===== src/logic/nv_guard_regs.vh =====
`ifndef NV_GUARD_REGS_VH
`define NV_GUARD_REGS_VH

// Configuration byte addresses on the programmer access port.
`define CFG_SETUP_ADDR 8'h00
`define CFG_LOCK_ADDR 8'h01
`define CFG_PAGE0_ADDR 8'h02
`define CFG_PAGE1_ADDR 8'h03
`define CFG_PAGE2_ADDR 8'h04
`define CFG_MAKER_ADDR 8'h10
`define CFG_DEVICE_ADDR 8'h11
`define CFG_VARIANT_ADDR 8'h12

// Command codes written to the command register; FLAG_KEY goes to the data register.
`define CMD_BUF_CLEAR 8'h00
`define CMD_FLAG_SET 8'h08
`define CMD_OVERLAY_ON 8'h09
`define CMD_OVERLAY_OFF 8'h0a
`define CMD_FLAG_CLEAR 8'h0b
`define CMD_PAGE_CHECKSUM 8'h1d
`define CMD_PAGE_ERASE 8'h33
`define CMD_PAGE_WRITE 8'h48
`define CMD_ERASE_THEN_WRITE 8'h68
`define FLAG_KEY 8'h96

// Command register status bits.
`define STAT_WRITE_ALLOW_BIT 6
`define STAT_REFUSED_BIT 0
`define STAT_OVERLAY_BIT 1

// Setup byte fields.
`define SETUP_FORCED_WRITE_ALLOW_BIT 2
`define SETUP_FORCE_DOUBLE_SPEED_BIT 1
`define SETUP_EXTERNAL_CLOCK_BIT 0
`define SETUP_USED_MASK 8'h07

// Code lock byte fields.
`define LOCK_INTERNAL_ONLY_BIT 1
`define LOCK_CODE_LOCK_BIT 0
`define LOCK_USED_MASK 8'h03

// Page guard byte fields.
`define GUARD_RUN_ERASE_BIT 2
`define GUARD_PAGE_WRITE_BIT 1
`define GUARD_EXT_READ_BIT 0
`define GUARD_USED_MASK 8'h07

// Reset images of the configuration bytes and read-back fill.
`define SETUP_RESET 8'h00
`define LOCK_RESET 8'h00
`define GUARD_RESET 8'h00
`define BLANK_BYTE 8'hff

// Address map of the code side.
`define STORE_WINDOW_BASE 16'hff00
`define INTERNAL_CODE_TOP 16'h2000
`define STORE_PAGES 3

`endif


===== src/logic/nv_data_guard_and_config.v =====
`timescale 1ns/1ns
`include "nv_guard_regs.vh"

module nv_data_guard_and_config #(
  parameter [7:0] MAKER_SIG = 8'h5a,   // Arbitrary value.
  parameter [7:0] DEVICE_SIG = 8'h3c,  // Arbitrary value.
  parameter [7:0] VARIANT_SIG = 8'h01  // Arbitrary value.
) (
  // Clock and reset.
  input wire sys_clk,
  input wire sys_rst,
  // Core command and data register port.
  input wire cmd_wr,
  input wire [7:0] cmd_wdata,
  output reg [7:0] cmd_rdata,
  input wire data_wr,
  input wire [7:0] data_wdata,
  input wire [1:0] page_sel,
  // Operations handed to the store array.
  output reg op_erase,
  output reg op_write,
  output reg op_checksum,
  output reg op_buf_clear,
  output reg op_refused,
  output reg [1:0] op_page,
  output reg overlay_on,
  // Programmer configuration access.
  input wire in_circuit_programming_mode,
  input wire cfg_wr,
  input wire cfg_rd,
  input wire [7:0] cfg_addr,
  input wire [7:0] cfg_wdata,
  output reg [7:0] cfg_rdata,
  // Clock setup.
  input wire double_speed_bit,
  output reg six_clock_mode,
  output reg xtal_disable,
  // Code space address steering.
  input wire [15:0] fetch_addr,
  input wire [15:0] table_addr,
  input wire table_from_external,
  output reg [15:0] fetch_addr_out,
  output reg [15:0] table_addr_out,
  output reg table_to_store,
  output reg table_force_blank,
  output reg code_write_block
);

  ////////////////////////////////////////////////////////////////////////////
  // Configuration bytes.

  reg [7:0] setup_reg;
  reg [7:0] lock_reg;
  reg [7:0] guard_reg [0:`STORE_PAGES-1];
  reg [7:0] cfg_rdata_next;

  always @(posedge sys_clk or posedge sys_rst) begin
    if (sys_rst) begin
      setup_reg <= `SETUP_RESET;
      lock_reg <= `LOCK_RESET;
    end else if (cfg_wr && in_circuit_programming_mode) begin
      // Reserved bits are masked so they always read back as zero.
      if (cfg_addr == `CFG_SETUP_ADDR) begin
        setup_reg <= cfg_wdata & `SETUP_USED_MASK;
      end
      if (cfg_addr == `CFG_LOCK_ADDR) begin
        lock_reg <= cfg_wdata & `LOCK_USED_MASK;
      end
    end
  end

  genvar g;
  generate
    for (g = 0; g < `STORE_PAGES; g = g + 1) begin : guard_bytes
      localparam [7:0] GUARD_ADDR = `CFG_PAGE0_ADDR + g;
      always @(posedge sys_clk or posedge sys_rst) begin
        if (sys_rst) begin
          guard_reg[g] <= `GUARD_RESET;
        end else if (cfg_wr && in_circuit_programming_mode &&
                     cfg_addr == GUARD_ADDR) begin
          guard_reg[g] <= cfg_wdata & `GUARD_USED_MASK;
        end
      end
    end
  endgenerate

  // Unmapped addresses read as blank so a programmer sees an erased cell.
  always @* begin
    case (cfg_addr)
      `CFG_SETUP_ADDR: cfg_rdata_next = setup_reg;
      `CFG_LOCK_ADDR: cfg_rdata_next = lock_reg;
      `CFG_PAGE0_ADDR: cfg_rdata_next = guard_reg[0];
      `CFG_PAGE1_ADDR: cfg_rdata_next = guard_reg[1];
      `CFG_PAGE2_ADDR: cfg_rdata_next = guard_reg[2];
      `CFG_MAKER_ADDR: cfg_rdata_next = MAKER_SIG;
      `CFG_DEVICE_ADDR: cfg_rdata_next = DEVICE_SIG;
      `CFG_VARIANT_ADDR: cfg_rdata_next = VARIANT_SIG;
      default: cfg_rdata_next = `BLANK_BYTE;
    endcase
  end

  always @(posedge sys_clk or posedge sys_rst) begin
    if (sys_rst) begin
      cfg_rdata <= 8'h00;
    end else if (cfg_rd && in_circuit_programming_mode) begin
      cfg_rdata <= cfg_rdata_next;
    end
  end

  ////////////////////////////////////////////////////////////////////////////
  // Write-allow flag and its key sequence.

  reg we_reg;
  reg we_next;
  reg armed_reg;
  reg armed_next;
  wire forced_write_allow_cfg = setup_reg[`SETUP_FORCED_WRITE_ALLOW_BIT];
  wire write_allow = we_reg | forced_write_allow_cfg | in_circuit_programming_mode;

  always @* begin
    we_next = we_reg;
    armed_next = armed_reg;
    if (cmd_wr) begin
      // Any other command disarms, so the key has to follow the set command directly.
      armed_next = (cmd_wdata == `CMD_FLAG_SET);
      if (cmd_wdata == `CMD_FLAG_CLEAR) begin
        we_next = 1'b0;
      end
    end else if (data_wr && armed_reg) begin
      // Any data write ends the armed window, so a stale arm cannot be replayed.
      armed_next = 1'b0;
      if (data_wdata == `FLAG_KEY) begin
        we_next = 1'b1;
      end
    end
  end

  always @(posedge sys_clk or posedge sys_rst) begin
    if (sys_rst) begin
      // Only the stored flag and the arm reset here; forced sources are ORed in after them.
      we_reg <= 1'b0;
      armed_reg <= 1'b0;
    end else begin
      we_reg <= we_next;
      armed_reg <= armed_next;
    end
  end

  ////////////////////////////////////////////////////////////////////////////
  // Command decode and page guards.

  wire page_valid = (page_sel < `STORE_PAGES);
  wire [7:0] page_guard = page_valid ? guard_reg[page_sel] : 8'h00;
  wire run_mode = ~in_circuit_programming_mode;
  // Programming mode bypasses the flag and the run erase guard, but page writes still obey the write guard.
  wire store_write_ok = ~run_mode | write_allow;
  wire erase_guarded = page_guard[`GUARD_RUN_ERASE_BIT] & run_mode;
  wire write_guarded = page_guard[`GUARD_PAGE_WRITE_BIT];
  // A page without its write guard refuses the checksum, hence the inversion.
  wire checksum_guarded = ~page_guard[`GUARD_PAGE_WRITE_BIT];

  reg erase_next;
  reg write_next;
  reg checksum_next;
  reg buf_clear_next;
  reg refused_next;
  reg overlay_next;
  reg refused_flag_reg;
  reg refused_flag_next;

  always @* begin
    erase_next = 1'b0;
    write_next = 1'b0;
    checksum_next = 1'b0;
    buf_clear_next = 1'b0;
    refused_next = 1'b0;
    overlay_next = overlay_on;
    if (cmd_wr) begin
      case (cmd_wdata)
        `CMD_PAGE_ERASE: begin
          if (page_valid && store_write_ok && !erase_guarded) begin
            erase_next = 1'b1;
          end else begin
            refused_next = 1'b1;
          end
        end
        `CMD_PAGE_WRITE: begin
          if (page_valid && store_write_ok && !write_guarded) begin
            write_next = 1'b1;
          end else begin
            refused_next = 1'b1;
          end
        end
        `CMD_ERASE_THEN_WRITE: begin
          if (page_valid && store_write_ok && !write_guarded) begin
            erase_next = 1'b1;
            write_next = 1'b1;
          end else begin
            refused_next = 1'b1;
          end
        end
        `CMD_PAGE_CHECKSUM: begin
          if (page_valid && !checksum_guarded) begin
            checksum_next = 1'b1;
          end else begin
            refused_next = 1'b1;
          end
        end
        `CMD_BUF_CLEAR: buf_clear_next = 1'b1;
        `CMD_OVERLAY_ON: overlay_next = 1'b1;
        `CMD_OVERLAY_OFF: overlay_next = 1'b0;
        default: ;
      endcase
    end
  end

  // The refused flag reports the most recent command; a new command restarts it.
  always @* begin
    refused_flag_next = refused_flag_reg;
    if (cmd_wr) begin
      refused_flag_next = refused_next;
    end
  end

  always @(posedge sys_clk or posedge sys_rst) begin
    if (sys_rst) begin
      op_erase <= 1'b0;
      op_write <= 1'b0;
      op_checksum <= 1'b0;
      op_buf_clear <= 1'b0;
      op_refused <= 1'b0;
      op_page <= 2'h0;
      overlay_on <= 1'b0;
      refused_flag_reg <= 1'b0;
    end else begin
      // Each operation pulse lasts one cycle; op_page stands until the next command.
      op_erase <= erase_next;
      op_write <= write_next;
      op_checksum <= checksum_next;
      op_buf_clear <= buf_clear_next;
      op_refused <= refused_next;
      if (cmd_wr) begin
        op_page <= page_sel;
      end
      overlay_on <= overlay_next;
      refused_flag_reg <= refused_flag_next;
    end
  end

  // Status read-back; the flag bit shows the effective state, forced or not.
  always @(posedge sys_clk or posedge sys_rst) begin
    if (sys_rst) begin
      cmd_rdata <= 8'h00;
    end else begin
      cmd_rdata <= 8'h00;
      cmd_rdata[`STAT_WRITE_ALLOW_BIT] <= write_allow;
      cmd_rdata[`STAT_OVERLAY_BIT] <= overlay_on;
      cmd_rdata[`STAT_REFUSED_BIT] <= refused_flag_reg;
    end
  end

  ////////////////////////////////////////////////////////////////////////////
  // Clock setup outputs.

  always @(posedge sys_clk or posedge sys_rst) begin
    if (sys_rst) begin
      six_clock_mode <= 1'b0;
      xtal_disable <= 1'b0;
    end else begin
      // Either the force bit or the clock control bit selects 6-clock mode.
      six_clock_mode <= setup_reg[`SETUP_FORCE_DOUBLE_SPEED_BIT] | double_speed_bit;
      xtal_disable <= setup_reg[`SETUP_EXTERNAL_CLOCK_BIT];
    end
  end

  ////////////////////////////////////////////////////////////////////////////
  // Code space steering for fetches and table reads.

  wire internal_only_execution = lock_reg[`LOCK_INTERNAL_ONLY_BIT];
  wire code_lock_bit = lock_reg[`LOCK_CODE_LOCK_BIT];
  // Wrapping drops the upper address bits, so internal code repeats across the space.
  wire [15:0] wrap_mask = `INTERNAL_CODE_TOP - 16'h0001;
  wire table_in_window = (table_addr >= `STORE_WINDOW_BASE);
  wire store_hit = (internal_only_execution | overlay_on) & table_in_window;
  wire [1:0] store_page = table_addr[7:6];
  wire store_page_ok = (store_page < `STORE_PAGES);
  wire [7:0] hit_guard = store_page_ok ? guard_reg[store_page] : 8'h00;
  wire table_internal = internal_only_execution | (table_addr < `INTERNAL_CODE_TOP);

  // Table reads from external code into a locked store page or locked code see blank.
  wire blank_store = store_hit & (~store_page_ok |
                     (table_from_external & hit_guard[`GUARD_EXT_READ_BIT]));
  wire blank_code = ~store_hit & table_from_external & code_lock_bit & table_internal;

  always @(posedge sys_clk or posedge sys_rst) begin
    if (sys_rst) begin
      fetch_addr_out <= 16'h0000;
      table_addr_out <= 16'h0000;
      table_to_store <= 1'b0;
      table_force_blank <= 1'b0;
      code_write_block <= 1'b0;
    end else begin
      fetch_addr_out <= internal_only_execution ? (fetch_addr & wrap_mask) : fetch_addr;
      // Store hits keep the full address, as the page comes from bits 7 to 6.
      if (store_hit) begin
        table_addr_out <= table_addr;
      end else if (internal_only_execution) begin
        table_addr_out <= table_addr & wrap_mask;
      end else begin
        table_addr_out <= table_addr;
      end
      table_to_store <= store_hit;
      table_force_blank <= blank_store | blank_code;
      code_write_block <= code_lock_bit;
    end
  end

endmodule


===== config.mk =====
export PLATFORM = sky130hd
export DESIGN_NAME = nv_data_guard_and_config
export DESIGN_NICKNAME = d
export VERILOG_FILES = /design/src/logic/nv_data_guard_and_config.v
export VERILOG_INCLUDE_DIRS = /design/src /design/src/logic
export SDC_FILE = /design/constraint.sdc
export NUM_CORES = 1
export LEC_CHECK = 0
export ABC_AREA = 1
export BUFFER_PORTS_ARGS = -buffer_cell sky130_fd_sc_hd__clkbuf_2
export CAP_MARGIN = 20
export CELL_PAD_IN_SITES_DETAIL_PLACEMENT = 1
export CELL_PAD_IN_SITES_GLOBAL_PLACEMENT = 2
export CORE_ASPECT_RATIO = 0.5
export CORE_UTILIZATION = 29
export CTS_BUF_LIST = sky130_fd_sc_hd__clkbuf_2
export CTS_CLUSTER_SIZE = 16
export DETAILED_ROUTE_END_ITERATION = 10
export PLACE_DENSITY = 0.95
export REMOVE_ABC_BUFFERS = 1
export SLEW_MARGIN = 10
export SYNTH_ARGS = -nofsm -noshare
export SYNTH_HDL_FRONTEND = slang
export SYNTH_SLANG_ARGS = --single-unit

===== constraint.sdc =====
create_clock -name sys_clk -period 6.8 [get_ports sys_clk]
set_clock_uncertainty 0.05 [all_clocks]
set_input_delay 2.04 -clock sys_clk [delete_from_list [all_inputs] [get_ports sys_clk]]
set_output_delay 2.04 -clock sys_clk [all_outputs]
set_load 0.05 [all_outputs]

==> impl_metrics.tcl, run 1 <==
set metrics [dict create \
    ys_types 32 \
    grtUsageTotal_pct 15.8 \
    fin_crit_sh_pct 48.7 \
    final_cell_mix "clkbuf_2, nand2_1, dfrtp_1" \
    cts_resized 0 \
    post_cts_buffers 0 \
    dp_worst_setup_slack_ns 3.62 \
    layout.nets 525 \
    drv_cap 0 \
    drc_errors 0 \
    clk_pin_slew_ns 0.20 \
    ioPinCount 136 \
    antennaDiodeCount 0 \
    end_kind "primary output" \
    rsz0062_at_grt "no" \
    status "complete, no violations" \
    p_leak_nw 2.07 \
    core_area_mm2 0.00967 \
    layout_commonest_cell "clkbuf_2" \
    placed_area_mm2 0.00372 \
    dr.pass1.iters 4 \
    synthMuxAreaShare_pct 0 \
    yosys.area_share.adder_pct 0 \
    vias 2590 \
    grt_pass1_wl_um 12300 \
    report.power.total_uw 840 \
    dp_hpwl_um 6200 \
    crit_buf_inv 1 \
    postSynthCellCount 316 \
    final-setup-viol-count 0 \
    dieArea_mm2 0.0106 \
    min_path_type "reg2reg" \
    layout_setup_ws_ns 3.49 \
    drive_above_1_share_pct 35.4 \
    final_util_pct 39.5 \
    cts_buffers 9 \
    ys_seq_elements 72 \
    rows 25 \
    synth_compound_area_share_pct 6.31 \
    synth_top_family_by_area "simple AND/OR/NAND/NOR gates" \
    worst_slew_pin_slew_ns 0.902 \
    area_growth_pct 29.4 \
    cts_buffer_depth 2 \
    post_drt_wl_per_cell_um 13.1 \
    worstSetupPathType "reg2out" \
    yosys.area_share.simple_pct 25.8 \
    cp_top_family "flip-flops" \
    drt_iter0_markers 85 \
    postRouteAntennaNets 0 \
    die_w_um 145 \
    final_area_mm2 0.00382 \
    required_ns 4.71 \
    grt_overflow_total 0 \
    cts-root-buf "clkbuf_2" \
    grt_antenna_before_repair 0 \
    finalHoldViolations 0 \
    slew_headroom_pct 39.9 \
    drt_wl_total_um 7760 \
    fin_tns_setup_ns 0 \
    holdBufCountCts 0 \
    ys_seq_area_share_pct 61.0 \
    initial_core_util_pct 30.6 \
    cp.arrival_ns 1.22 \
    vdd_drop_max_mv 0.0763 \
    io_buffers 125 \
    synth_xor_xnor_area_share_pct 0 \
    htree_num_levels 3 \
    avgSynthCellArea_um2 9.34 \
    die_h_um 73.4 \
    cp-start-kind "flop" \
    fin_crit_ns 3.31 \
    path_max_fanout 4 \
    drv_slew 0 \
    cp_slowest_cell "dfrtp_1" \
    fmax_mhz 302 \
    yosys_warnings 0 \
    power_density_mw_per_mm2 220 \
    vias_per_cell 4.39 \
    cts_tree "yes" \
    cp_slowest_stage_delay_ns 0.44 \
    syn_area_mm2 0.00295 \
    gp_congestion 0.795 \
    grt_pass1_vias 2518 \
    grt_max_degree 73 \
    clock_latency_ns 0.50 \
    path_cells "clkbuf_2" \
    clock-sinks 72 \
]
## Yosys cell counts (all sizes together)
master	instances	area [um^2]
nor4	3	25.0
o21bai	1	7.51
nor2	41	184
o211ai	2	15.0
nand3	26	140
a21oi	5	25.0
dfrtp	72	1800
inv	39	149
o21ai	21	109
buf	7	50.0
or2	2	12.5
a2bb2oi	1	8.76
o21a	1	7.51
nand4	8	50.1
conb	1	3.75
nor3	7	46.3
o22ai	1	6.26
nand2	77	304
a22oi	1	7.51
## report_power, final
part,switching (mW),internal [mW]
sequential,0.00885,0.448
clock,0.143,0.0846
combinational,0.118,0.0373
total,0.270,0.569
## final timing paths
kind / startpoint / endpoint / slack (ns) / depth (start not counted)
min reg2reg: refused_flag_reg$_DFFE_PP0P_ / cmd_rdata[0]$_DFF_PP0_ / 0.39 / 0
min in group asynchronous: sys_rst / table_addr_out[10]$_DFF_PP0_ / 1.70 / 3
min: refused_flag_reg$_DFFE_PP0P_ / cmd_rdata[0]$_DFF_PP0_ / 0.39 / 0
max reg2reg: lock_reg[1]$_DFFE_PP0P_ / table_force_blank$_DFF_PP0_ / 5.41 / 4
max: overlay_on$_DFFE_PP0P_ / overlay_on / 3.49 / 1
max in group asynchronous: sys_rst / lock_reg[0]$_DFFE_PP0P_ / 4.40 / 3
## per-stage QoR
stage                     hold slack (ns)  std cells
after global placement              0.319        574
after global routing                0.382        590
final                               0.388        590
after detailed placement            0.324        574
after floorplan                     0.304        313
after CTS                           0.385        590
## routing by layer
metal	track usage (%)	share of wire (%)	vias up
met5	0	0	-
met2	26.8	49	65
met1	19.2	45	1236
met4	5.73	1.6	0
met3	4.50	4.3	11
li1	-	-	1278
## cell type report
class | count | area [um^2]
clock inverter | 5 | 47.5
timing repair buffer | 126 | 633
sequential | 72 | 1800
multi-input combinational | 202 | 967
tap | 135 | 169
inverter | 39 | 149
clock buffer | 11 | 55.1
fill | 1206 | 5840
## logic make-up after synthesis
kind of cell | count (synthesis)
buffers and inverters | 46
AOI/OAI and AO/OA | 33
other | 1
and+or+nand+nor | 164
DFF | 72
## worst register-to-register path, cell delays in order (launching register included)
cell and delay [ns]:
dfrtp_1 0.58, or2_1 0.17, nand4_1 0.24, nor2_1 0.21, nor2_1 0.07
Note: power is estimated with default switching activity, not from simulation.
==> run 2, diff against run 1 <==
CORE_UTILIZATION = 27   (was 29)
PLACE_DENSITY = 0.9   (was 0.95)
clock period = 3.4 ns   (was 6.8 ns; I/O delays follow)
==> run 2 against run 1 <==
Against the previous run: sequential share of layout area shrank 0.80 points; via count decreased by 1.5%; setup slack worse by 2.4 ns; worst hold slack got worse by 0.013 ns; register-to-register slack got worse by 3.3 ns; die area up 7.3%; global-route usage decreased by 0.75 points; largest cell class unchanged.
==> impl_metrics.tcl, run 2 (synthesis gave the netlist of run 1 again) <==
set metrics [dict create \
    whs_path_depth 0 \
    drv_cap 0 \
    layout.nets 526 \
    grtUsageTotal_pct 15.0 \
    timing.rr.start "lock_reg[1]$_DFFE_PP0P_" \
    final_area_mm2 0.00389 \
    min_to "cmd_rdata[0]$_DFF_PP0_" \
    vdd_drop_max_mv 0.241 \
    cts_buffer_depth 2 \
    fin_crit_ns 2.34 \
    grt_pass1_vias 2622 \
    drive_above_1_share_pct 35.5 \
    cts_buffers 9 \
    core_area_mm2 0.0104 \
    hp-start "refused_flag_reg$_DFFE_PP0P_" \
    final_cell_mix "clkbuf_2, nand2_1, dfrtp_1" \
    grt_overflow_total 0 \
    clk_pin_slew_ns 0.19 \
    fmax_mhz 427 \
    dr.pass1.iters 4 \
    io_buffers 125 \
    holdBufCountCts 0 \
    wl_met3_um 450 \
    grt_antenna_before_repair 0 \
    rsz0062_at_grt "no" \
    drt_iter0_markers 120 \
    ioPinCount 136 \
    vias_per_cell 4.28 \
    cp_top_family "flip-flops" \
    drv_slew 0 \
    cp-start-kind "flop" \
    final-setup-viol-count 0 \
    met2_length_um 3810 \
    end_kind "primary output" \
    met1Wirelength_um 3440 \
    min_path_type "reg2reg" \
    die_w_um 150 \
    required_ns 2.33 \
    path_max_fanout 4 \
    post_cts_buffers 0 \
    grt_pass1_wl_um 13000 \
    antennaDiodeCount 0 \
    fin_tns_setup_ns 0 \
    cp.arrival_ns 1.27 \
    drc_errors 0 \
    p_leak_nw 2.09 \
    die_h_um 75.9 \
    slew_headroom_pct 63.2 \
    layout_commonest_cell "clkbuf_2" \
    cts_resized 0 \
    cp_slowest_cell "dfrtp_1" \
    fillCellCount 1291 \
    clock_latency_ns 0.52 \
    r2r_end "table_force_blank$_DFF_PP0_" \
    vias 2552 \
    cts-root-buf "clkbuf_2" \
    drt_wl_total_um 7770 \
    clock-sinks 72 \
    worstSetupPathType "reg2out" \
    path_cells "clkbuf_2" \
    r2r_cells 5 \
    gp_congestion 0.813 \
    grt_max_degree 28 \
    highest_layer "met4" \
    finalHoldViolations 0 \
    rows 26 \
    area_growth_pct 31.7 \
    fin_crit_sh_pct 68.9 \
    dp_hpwl_um 6250 \
    power_density_mw_per_mm2 473 \
    postRouteAntennaNets 0 \
    post_drt_wl_per_cell_um 13.0 \
    cp.depth 1 \
    crit_buf_inv 1 \
    htree_num_levels 3 \
    initial_core_util_pct 28.4 \
    placed_area_mm2 0.00373 \
    dieArea_mm2 0.0114 \
    worst_slew_pin_slew_ns 0.551 \
    cts_tree "yes" \
    cp_slowest_stage_delay_ns 0.45 \
    rrSetupSlack_ns 2.09 \
    status "complete, no violations" \
]
==> run 2: routing by layer <==
layer  track usage [%]  up-vias
li1                  -     1274
met1              18.3     1215
met2              24.9       57
met3              5.48        6
met4              3.94        0
met5                 0        -
==> run 2: where the power goes <==
group	switching [mW]	internal [mW]	leakage [nW]	total (mW)
Combinational	0.238	0.0753	1.12	0.313
Sequential	0.0178	0.895	0.888	0.913
Clock	0.304	0.311	0.0870	0.615
Total	0.560	1.28	2.09	1.84
==> run 2: cell type report <==
class                           count  area, um^2  area share, %
Sequential cell                    72        1800           46.3
Tap cell                          140         175           4.50
Inverter                           39         149           3.83
Timing Repair Buffer              127         641           16.5
Multi-Input combinational cell    202         967           24.9
Clock buffer                        9        45.0           1.16
Clock inverter                      7         110           2.83
==> run 2: worst max path at each step <==
stage | startpoint | end | slack, ns
floorplan | sys_rst | armed_reg$_DFFE_PP0P_ | 0.51
global placement | cfg_addr[3] | guard_reg[16]$_DFFE_PP0P_ | 1.25
detailed placement | cfg_addr[3] | guard_reg[18]$_DFFE_PP0P_ | 1.26
CTS | overlay_on$_DFFE_PP0P_ | overlay_on | 0.98
global route | overlay_on$_DFFE_PP0P_ | overlay_on | 0.94
finish | overlay_on$_DFFE_PP0P_ | overlay_on | 1.06
==> run 2: per-stage QoR <==
stage	utilization [%]	std cells	power, mW	setup slack, ns	hold WS [ns]
floorplan	-	313	1.13	0.505	0.304
global placement	35.9	580	1.24	1.25	0.320
detailed placement	35.9	580	1.25	1.26	0.342
CTS	37.4	596	1.88	0.984	0.371
global route	37.4	596	1.94	0.939	0.391
finish	37.4	596	1.84	1.06	0.375
